==> src/iptc_defs.vh <==
`ifndef IPTC_DEFS_VH
`define IPTC_DEFS_VH

// register byte addresses
`define IPTC_ADR_STATUS      8'h00
`define IPTC_ADR_CORE        8'h04
`define IPTC_ADR_TRAP        8'h08
`define IPTC_ADR_VECEDGE     8'h0C
`define IPTC_ADR_FLAGS0      8'h10

// cpu_status_word fields
`define IPTC_PRIO_LO_MSB     7
`define IPTC_PRIO_LO_LSB     5

// core_control_word fields
`define IPTC_PRIO_UP_BIT     3

// interrupt_control_trap_flags fields
`define IPTC_NEST_DIS_BIT    15
`define IPTC_OVF_A_BIT       14
`define IPTC_OVF_B_BIT       13
`define IPTC_CAT_A_BIT       12
`define IPTC_CAT_B_BIT       11
`define IPTC_OVF_A_EN_BIT    10
`define IPTC_OVF_B_EN_BIT    9
`define IPTC_CAT_EN_BIT      8
`define IPTC_SHIFT_BIT       7
`define IPTC_DIV0_BIT        6
`define IPTC_DMA_BIT         5
`define IPTC_MATH_BIT        4
`define IPTC_ADDR_BIT        3
`define IPTC_STACK_BIT       2
`define IPTC_OSC_BIT         1
`define IPTC_TRAP_RW_MASK    16'hFFFE

// interrupt_control_vector_edge fields
`define IPTC_ALT_VEC_BIT     15
`define IPTC_DISABLE_INSTRUCTION_ACTIVE_BIT        14
`define IPTC_EDGE_MSB        4

// interrupt_flag_status_zero fields
`define IPTC_EXT0_FLAG_BIT   0
`define IPTC_DMA1_FLAG_BIT   14
`define IPTC_FLAGS0_MASK     16'h7FFF

// reset values
`define IPTC_RST_PRIO_LO     3'h0
`define IPTC_RST_PRIO_UP     1'h0
`define IPTC_RST_TRAP        16'h0000
`define IPTC_RST_ALT_VEC     1'h0
`define IPTC_RST_EDGE        5'h00
`define IPTC_RST_FLAGS0      16'h0000

`endif

==> src/iptc_interrupt_priority_trap_control.v <==
// Our own choices: the register offsets and the Wishbone interface to the registers.
`timescale 1ns/1ps
`include "iptc_defs.vh"

module iptc_interrupt_priority_trap_control (
   // clock and reset
   input  wire        clk_i,
   input  wire        rst_i,
   // wishbone slave
   input  wire        cyc_i,
   input  wire        stb_i,
   input  wire        we_i,
   input  wire [7:0]  adr_i,
   input  wire [3:0]  sel_i,
   input  wire [31:0] dat_i,
   output reg  [31:0] dat_o,
   output wire        ack_o,
   // cpu core
   input  wire        cpu_level_load_i,
   input  wire [3:0]  cpu_level_i,
   input  wire        disable_instruction_active_i,
   output wire [3:0]  prio_level_o,
   output wire        user_irq_block_o,
   output wire        nesting_disable_o,
   output wire        alternate_vector_select_o,
   // trap sources, one-cycle pulses
   input  wire        acc_a_overflow_i,
   input  wire        acc_b_overflow_i,
   input  wire        acc_a_catastrophic_i,
   input  wire        acc_b_catastrophic_i,
   input  wire        bad_shift_i,
   input  wire        divide_zero_i,
   input  wire        math_fault_i,
   input  wire        dma_fault_i,
   input  wire        address_fault_i,
   input  wire        stack_fault_i,
   input  wire        osc_failure_i,
   output wire        trap_event_o,
   // interrupt sources
   input  wire [4:0]  ext_irq_i,
   input  wire [14:1] periph_req_i,
   output wire [4:0]  ext_edge_o,
   output wire [15:0] request_flags_o
);

   reg  [2:0]  priority_low_field_r;
   reg  [2:0]  priority_low_field_nxt;
   reg         priority_upper_bit_r;
   reg         priority_upper_bit_nxt;
   reg         alternate_vector_select_r;
   reg         alternate_vector_select_nxt;
   reg  [4:0]  edge_polarity_r;
   reg  [4:0]  edge_polarity_nxt;
   reg         ack_r;
   reg  [15:0] trap_set;
   reg  [15:0] rd_word;

   wire [15:0] trap_flags_r;
   wire [15:0] flag_status_zero_r;
   wire [15:0] flag_set;
   wire        bus_req;
   wire        wr_stb;
   wire [15:0] wmask;
   wire [15:0] wdata;
   wire        wr_status;
   wire        wr_trap;
   wire        wr_vecedge;
   wire        wr_flags0;
   wire        math_any;

   // wishbone classic: one wait state, ack drops after one cycle
   assign bus_req = cyc_i & stb_i;
   assign ack_o   = ack_r;
   assign wr_stb  = bus_req & we_i & ~ack_r;
   assign wmask   = {{8{sel_i[1]}}, {8{sel_i[0]}}};
   assign wdata   = dat_i[15:0];

   assign wr_status  = wr_stb & (adr_i == `IPTC_ADR_STATUS);
   assign wr_trap    = wr_stb & (adr_i == `IPTC_ADR_TRAP);
   assign wr_vecedge = wr_stb & (adr_i == `IPTC_ADR_VECEDGE);
   assign wr_flags0  = wr_stb & (adr_i == `IPTC_ADR_FLAGS0);

   always @(posedge clk_i) begin
      if (rst_i) begin
         ack_r <= 1'b0;
      end else begin
         ack_r <= bus_req & ~ack_r;
      end
   end

   // effective priority level and blocking
   assign prio_level_o     = {priority_upper_bit_r, priority_low_field_r};
   assign user_irq_block_o = priority_upper_bit_r;
   assign nesting_disable_o = trap_flags_r[`IPTC_NEST_DIS_BIT];
   assign alternate_vector_select_o = alternate_vector_select_r;

   // low priority field: software write unless nesting disabled
   always @* begin
      priority_low_field_nxt = priority_low_field_r;
      if (wr_status & sel_i[0] & ~trap_flags_r[`IPTC_NEST_DIS_BIT]) begin
         priority_low_field_nxt = wdata[`IPTC_PRIO_LO_MSB:`IPTC_PRIO_LO_LSB];
      end
      if (cpu_level_load_i) begin
         priority_low_field_nxt = cpu_level_i[2:0];
      end
   end

   // upper bit: only the core loads it, level above seven
   always @* begin
      priority_upper_bit_nxt = priority_upper_bit_r;
      if (cpu_level_load_i) begin
         priority_upper_bit_nxt = cpu_level_i[3];
      end
   end

   // trap flag setting, overflow and catastrophic flags gated by enables
   assign math_any = bad_shift_i | divide_zero_i | math_fault_i;

   always @* begin
      trap_set = 16'h0000;
      trap_set[`IPTC_OVF_A_BIT] = acc_a_overflow_i
                                & trap_flags_r[`IPTC_OVF_A_EN_BIT];
      trap_set[`IPTC_OVF_B_BIT] = acc_b_overflow_i
                                & trap_flags_r[`IPTC_OVF_B_EN_BIT];
      trap_set[`IPTC_CAT_A_BIT] = acc_a_catastrophic_i
                                & trap_flags_r[`IPTC_CAT_EN_BIT];
      trap_set[`IPTC_CAT_B_BIT] = acc_b_catastrophic_i
                                & trap_flags_r[`IPTC_CAT_EN_BIT];
      trap_set[`IPTC_SHIFT_BIT] = bad_shift_i;
      trap_set[`IPTC_DIV0_BIT]  = divide_zero_i;
      trap_set[`IPTC_DMA_BIT]   = dma_fault_i;
      trap_set[`IPTC_MATH_BIT]  = math_any;
      trap_set[`IPTC_ADDR_BIT]  = address_fault_i;
      trap_set[`IPTC_STACK_BIT] = stack_fault_i;
      trap_set[`IPTC_OSC_BIT]   = osc_failure_i;
   end

   assign trap_event_o = |trap_set;

   // trap register: control bits plain, trap flags sticky
   iptc_sticky #(
      .WIDTH   (16),
      .USED    (`IPTC_TRAP_RW_MASK),
      .RST_VAL (`IPTC_RST_TRAP)
   ) u_trap_flags (
      .clk_i     (clk_i),
      .rst_i     (rst_i),
      .wr_i      (wr_trap),
      .wr_mask_i (wmask),
      .wr_data_i (wdata),
      .set_i     (trap_set),
      .flags_o   (trap_flags_r)
   );

   // vector select and edge polarity
   always @* begin
      alternate_vector_select_nxt = alternate_vector_select_r;
      edge_polarity_nxt           = edge_polarity_r;
      if (wr_vecedge & sel_i[1]) begin
         alternate_vector_select_nxt = wdata[`IPTC_ALT_VEC_BIT];
      end
      if (wr_vecedge & sel_i[0]) begin
         edge_polarity_nxt = wdata[`IPTC_EDGE_MSB:0];
      end
   end

   // one edge detector per external pin, polarity per pin
   iptc_edge_det #(
      .WIDTH (1)
   ) u_edge0 (
      .clk_i     (clk_i),
      .rst_i     (rst_i),
      .pin_i     (ext_irq_i[0]),
      .neg_sel_i (edge_polarity_r[0]),
      .edge_o    (ext_edge_o[0])
   );

   iptc_edge_det #(
      .WIDTH (1)
   ) u_edge1 (
      .clk_i     (clk_i),
      .rst_i     (rst_i),
      .pin_i     (ext_irq_i[1]),
      .neg_sel_i (edge_polarity_r[1]),
      .edge_o    (ext_edge_o[1])
   );

   iptc_edge_det #(
      .WIDTH (1)
   ) u_edge2 (
      .clk_i     (clk_i),
      .rst_i     (rst_i),
      .pin_i     (ext_irq_i[2]),
      .neg_sel_i (edge_polarity_r[2]),
      .edge_o    (ext_edge_o[2])
   );

   iptc_edge_det #(
      .WIDTH (1)
   ) u_edge3 (
      .clk_i     (clk_i),
      .rst_i     (rst_i),
      .pin_i     (ext_irq_i[3]),
      .neg_sel_i (edge_polarity_r[3]),
      .edge_o    (ext_edge_o[3])
   );

   iptc_edge_det #(
      .WIDTH (1)
   ) u_edge4 (
      .clk_i     (clk_i),
      .rst_i     (rst_i),
      .pin_i     (ext_irq_i[4]),
      .neg_sel_i (edge_polarity_r[4]),
      .edge_o    (ext_edge_o[4])
   );

   // request flags: hardware sets, software writes
   assign flag_set = {1'b0, periph_req_i, ext_edge_o[0]};

   iptc_sticky #(
      .WIDTH   (16),
      .USED    (`IPTC_FLAGS0_MASK),
      .RST_VAL (`IPTC_RST_FLAGS0)
   ) u_req_flags (
      .clk_i     (clk_i),
      .rst_i     (rst_i),
      .wr_i      (wr_flags0),
      .wr_mask_i (wmask),
      .wr_data_i (wdata),
      .set_i     (flag_set),
      .flags_o   (flag_status_zero_r)
   );

   assign request_flags_o = flag_status_zero_r;

   // state registers
   always @(posedge clk_i) begin
      if (rst_i) begin
         priority_low_field_r      <= `IPTC_RST_PRIO_LO;
         priority_upper_bit_r      <= `IPTC_RST_PRIO_UP;
         alternate_vector_select_r <= `IPTC_RST_ALT_VEC;
         edge_polarity_r           <= `IPTC_RST_EDGE;
      end else begin
         priority_low_field_r      <= priority_low_field_nxt;
         priority_upper_bit_r      <= priority_upper_bit_nxt;
         alternate_vector_select_r <= alternate_vector_select_nxt;
         edge_polarity_r           <= edge_polarity_nxt;
      end
   end

   // read mux
   always @* begin
      rd_word = 16'h0000;
      case (adr_i)
         `IPTC_ADR_STATUS: begin
            rd_word[`IPTC_PRIO_LO_MSB:`IPTC_PRIO_LO_LSB] = priority_low_field_r;
         end
         `IPTC_ADR_CORE: begin
            rd_word[`IPTC_PRIO_UP_BIT] = priority_upper_bit_r;
         end
         `IPTC_ADR_TRAP: begin
            rd_word = trap_flags_r;
         end
         `IPTC_ADR_VECEDGE: begin
            rd_word[`IPTC_ALT_VEC_BIT]  = alternate_vector_select_r;
            rd_word[`IPTC_DISABLE_INSTRUCTION_ACTIVE_BIT]     = disable_instruction_active_i;
            rd_word[`IPTC_EDGE_MSB:0]   = edge_polarity_r;
         end
         `IPTC_ADR_FLAGS0: begin
            rd_word = flag_status_zero_r;
         end
         default: begin
            rd_word = 16'h0000;
         end
      endcase
   end

   always @(posedge clk_i) begin
      if (rst_i) begin
         dat_o <= 32'h00000000;
      end else if (bus_req & ~we_i & ~ack_r) begin
         dat_o <= {16'h0000, rd_word};
      end
   end

endmodule // iptc_interrupt_priority_trap_control

// register with byte-wise software write and sticky hardware set bits
module iptc_sticky #(
   parameter             WIDTH   = 16,
   parameter [WIDTH-1:0] USED    = {WIDTH{1'b1}},
   parameter [WIDTH-1:0] RST_VAL = {WIDTH{1'b0}}
) (
   // clock and reset
   input  wire             clk_i,
   input  wire             rst_i,
   // software write
   input  wire             wr_i,
   input  wire [WIDTH-1:0] wr_mask_i,
   input  wire [WIDTH-1:0] wr_data_i,
   // hardware set
   input  wire [WIDTH-1:0] set_i,
   // register contents
   output wire [WIDTH-1:0] flags_o
);

   reg  [WIDTH-1:0] flags_r;
   reg  [WIDTH-1:0] flags_nxt;

   assign flags_o = flags_r;

   // set wins over a simultaneous software clear; unused bits read 0
   always @* begin
      flags_nxt = flags_r;
      if (wr_i) begin
         flags_nxt = (flags_r & ~wr_mask_i) | (wr_data_i & wr_mask_i);
      end
      flags_nxt = (flags_nxt | set_i) & USED;
   end

   always @(posedge clk_i) begin
      if (rst_i) begin
         flags_r <= RST_VAL;
      end else begin
         flags_r <= flags_nxt;
      end
   end

endmodule // iptc_sticky

// edge detector with per-bit polarity; a 1 selects the falling edge
module iptc_edge_det #(
   parameter WIDTH = 5
) (
   // clock and reset
   input  wire             clk_i,
   input  wire             rst_i,
   // pin and polarity
   input  wire [WIDTH-1:0] pin_i,
   input  wire [WIDTH-1:0] neg_sel_i,
   // one-cycle edge pulse
   output wire [WIDTH-1:0] edge_o
);

   reg  [WIDTH-1:0] pin_prev_r;

   wire [WIDTH-1:0] rise;
   wire [WIDTH-1:0] fall;

   assign rise   = pin_i & ~pin_prev_r;
   assign fall   = ~pin_i & pin_prev_r;
   assign edge_o = {WIDTH{~rst_i}} & ((neg_sel_i & fall) | (~neg_sel_i & rise));

   // tracks the pin through reset too, so an idle-high pin gives no false edge
   always @(posedge clk_i) begin
      pin_prev_r <= pin_i;
   end

endmodule // iptc_edge_det

==> config.mk <==
export PLATFORM = sky130hd
export DESIGN_NAME = iptc_interrupt_priority_trap_control
export DESIGN_NICKNAME = d
export VERILOG_FILES = /design/src/iptc_interrupt_priority_trap_control.v
export VERILOG_INCLUDE_DIRS = /design/src
export SDC_FILE = /design/constraint.sdc
export NUM_CORES = 1
export LEC_CHECK = 0
export BUFFER_PORTS_ARGS = -buffer_cell sky130_fd_sc_hd__buf_4
export CORE_ASPECT_RATIO = 0.8
export CORE_UTILIZATION = 50
export DETAILED_ROUTE_END_ITERATION = 6
export PLACE_DENSITY = 0.85
export SLEW_MARGIN = 25
export SYNTH_ARGS = -nofsm -noshare
export SYNTH_HDL_FRONTEND = slang
export SYNTH_SLANG_ARGS = --single-unit
==> constraint.sdc <==
create_clock -name clk_i -period 5.7 [get_ports clk_i]
set_input_delay 1.425 -clock clk_i [delete_from_list [all_inputs] [get_ports clk_i]]
set_output_delay 1.425 -clock clk_i [all_outputs]
set_load 0.02 [all_outputs]
==> results.md <==
- Core Footprint: 6010 um2
- Number of buffers inserted by hold repair at cts: 0
- Relative slew margins: 0.408
- Kind of cell with the highest combined delay on the critical path: simple AND/OR/NAND/NOR gates
- Actual transition at the worst max-transition pin: 886 ps
- Final net count: 541
- Count of endpoints failing hold in the final timing report: 0
- Setup tns final: 0 ps
- Via count of the first global-routing pass: 2838
- Startpoint types: primary input
- Final antenna diode count: 0
- Clock period minus worst slack: 3810 ps
- CP arrival: 2380 ps
- Filler cells: 502
- Ys Warns: 0
- Weighted congestion reported at the end of routability-driven placement: 0.901
- Endpoint required time on the critical path: 4280 ps
- Clock tree from TritonCTS: done
- RSZ-0062 raised after global routing: no
- Crit Path Class: primary input to output pin
- Number of distinct library cells after synthesis: 48
- Design Area, Final: 4070 um2
- Critical path's most frequent cell: sky130_fd_sc_hd__buf_4
- Area post-placement: 3900 um2
- Maximum single-stage delay on the critical path: 340 ps
- Maximum achievable frequency: 0.263 GHz
- Number of instances in the synthesized netlist: 360
- Maximum net fanout on the critical path: 2
- Worst hold path class: flop to flop
- Maximum capacitance violations: 0
- Async set-reset flop share out of synthesis: 0
- Buffer levels on the longest clock path: 2
- Post-CTS setup-driven buffer insertion count: 0
- Run status: complete, no violations
- Antenna-violating nets left: 0
- Post-Layout Cell Count: 541
- Die boundary height: 73.1 um
- Area growth, synth to finish: 28.9%
- Sequential cell area: 1240 um2
- TritonCTS buffer count: 9
- DIE WIDTH: 90.8 um
- Avg Inst Size Synth: 8.77 um2
- Count of flip-flops with a built-in enable after synthesis: 0
- Slew Viols, Final: 0
- Wire length of the first global-routing pass: 13.5 mm
- Pin count of the biggest net entering global routing: 59
- Routed via count divided by cell count: 5.48
- H-tree levels: 3
- Number of top-level pins: 147
- I/O Buffers: 111
- Die Outline Area: 6630 um2
- Worst Clk Skew: 5.00 ps
- Worst VDD drop: 0.164 mV
- Drt initial violations: 256
- Gr ovfl total: 0
- Clk slew on worst S/H paths: 60 ps
- Leakage power: 1.97 nW
- Detailed Route WL: 8.49 mm
- Share of post-route cells with drive strength above 1: 0.322
- Count of unresolved DRC violations after routing: 0
- Kind of end point of the critical path: output pin
- Worst path bufs/invs: 2
- Global-route total usage across every layer: 0.263
- Initial core utilization: 0.525
- DPL Wire Length: 6.31 mm
- Drt first pass iters: 5
- Count of standard-cell rows: 25
- Clk sink count: 62
- Period Utilization, post-route: 0.668
- Initial antenna violation count: 0
- Clock Root Buffer: sky130_fd_sc_hd__clkbuf_8
- Via count: 2965
- Worst path slowest cell: sky130_fd_sc_hd__nor3_1
- Sequential cell area fraction in the yosys report: 0.393
- Number of storage elements in the synthesis netlist: 62
- Number of cells upsized or downsized after cts: 0
- P per Cell Area: 236 nW/um2
- Netlist area before placement: 3160 um2
- Dominant synthesized flop cell: sky130_fd_sc_hd__dfxtp_1
- Inst Count DP: 526
- Clk_lat worst skew: 340 ps
- Drt wl/cell: 15.7 um
- Final setup violation count: 0
- Area used by multi-input combinational logic: 1630 um2
- Crit path cell chain: buf_4 > nor3_1 > nand2_1 > nand4b_1 > buf_4
## metal layers
metal / up-vias / track usage / part of all wire
met5: - / 0 / 0
met4: 0 / 0.0758 / 0.0092
met3: 11 / 0.0958 / 0.10
met2: 147 / 0.423 / 0.46
met1: 1367 / 0.336 / 0.42
li1: 1440 / - / -
## power breakdown
group	internal [W]	leakage, nW	switching (W)
registers	0.000451	0.510	0.0000125
logic	0.0000702	1.38	0.0000878
clock network	0.000179	0.0865	0.000159
## path summary, 6_finish.rpt
| kind | to | start | cells past startpoint | slack, ps |
|---|---|---|---|---|
| worst max-delay path | trap_event_o | bad_shift_i | 5 | 1890 |
| worst min-delay path | dat_o[6] | dat_o[6] | 2 | 460 |
| worst max register to register | u_req_flags.flags_o[9] | ack_o | 4 | 3770 |
| worst min register to register | dat_o[6] | dat_o[6] | 2 | 460 |
## Yosys cell counts (all sizes together) (4+ instances only)
cell | instances | area [um2]
dfxtp | 62 | 1240
a21oi | 48 | 240
buf | 33 | 226
mux2i | 28 | 280
nand2 | 28 | 105
nor2 | 26 | 97.6
inv | 23 | 86.3
nor3 | 14 | 116
nand3 | 13 | 65.1
o21ai | 13 | 65.1
clkbuf | 10 | 37.5
a221oi | 7 | 98.9
nand4 | 6 | 50.0
a22oi | 4 | 30.0
mux2 | 4 | 45.0
nor4 | 4 | 55.1
## layout by cell type, fill, tap and decap left out, types with 4 or more instances in the layout
master / instances
sky130_fd_sc_hd__mux2i_1: 28
sky130_fd_sc_hd__inv_1: 23
sky130_fd_sc_hd__nand3_1: 13
sky130_fd_sc_hd__nand4_1: 4
sky130_fd_sc_hd__clkbuf_8: 11
sky130_fd_sc_hd__conb_1: 17
sky130_fd_sc_hd__nor2_1: 26
sky130_fd_sc_hd__a21oi_1: 48
sky130_fd_sc_hd__a22oi_1: 4
sky130_fd_sc_hd__nand2_1: 28
sky130_fd_sc_hd__buf_4: 112
sky130_fd_sc_hd__o21ai_0: 10
sky130_fd_sc_hd__dfxtp_1: 62
sky130_fd_sc_hd__nor3_2: 7
sky130_fd_sc_hd__nor3_1: 6
sky130_fd_sc_hd__a221oi_2: 6
## tightest hold or removal path, stage by stage (launching register included)
cell	delay, ps
sky130_fd_sc_hd__dfxtp_1	310
sky130_fd_sc_hd__nand2_1	50
sky130_fd_sc_hd__a21oi_1	50
## cell type report
cell class                 count  share of cell area
inverter                      23              0.0212
timing repair buffer         112               0.207
clock inverter                 1             0.00123
clock buffer                  14              0.0400
tap                           81              0.0249
sequential                    62               0.305
multi-input combinational    248               0.401
## flip-flops by register name, summed over array words and instances (netlist names), named ones only
signal / count
ack_o: 1
alternate_vector_select_o: 1
dat_o: 16
edge_polarity_r: 5
priority_low_field_r: 3
u_edge0.pin_prev_r: 1
u_edge1.pin_prev_r: 1
u_edge2.pin_prev_r: 1
u_edge3.pin_prev_r: 1
u_edge4.pin_prev_r: 1
u_req_flags.flags_o: 15
u_trap_flags.flags_o: 11
user_irq_block_o: 1
## kinds of logic after synthesis
logic type / count (synthesis) / synth area share
mux: 32 / 0.103
flops: 62 / 0.393
buf+inv: 66 / 0.111
simple gates: 112 / 0.213
other cells: 1 / 0.00119
compound gates: 87 / 0.178
## through the flow
stage                     power, W   util  hold WS [ps]  setup slack (ps)
after global placement    0.000626  0.649           443              1890
after detailed placement  0.000630  0.649           448              1890
after CTS                 0.000966  0.677           457              1880
after floorplan           0.000565      -           443              2060
after global routing       0.00100  0.677           476              1820
final                     0.000960  0.677           457              1890
No activity file was read; power rests on OpenSTA's default activity.
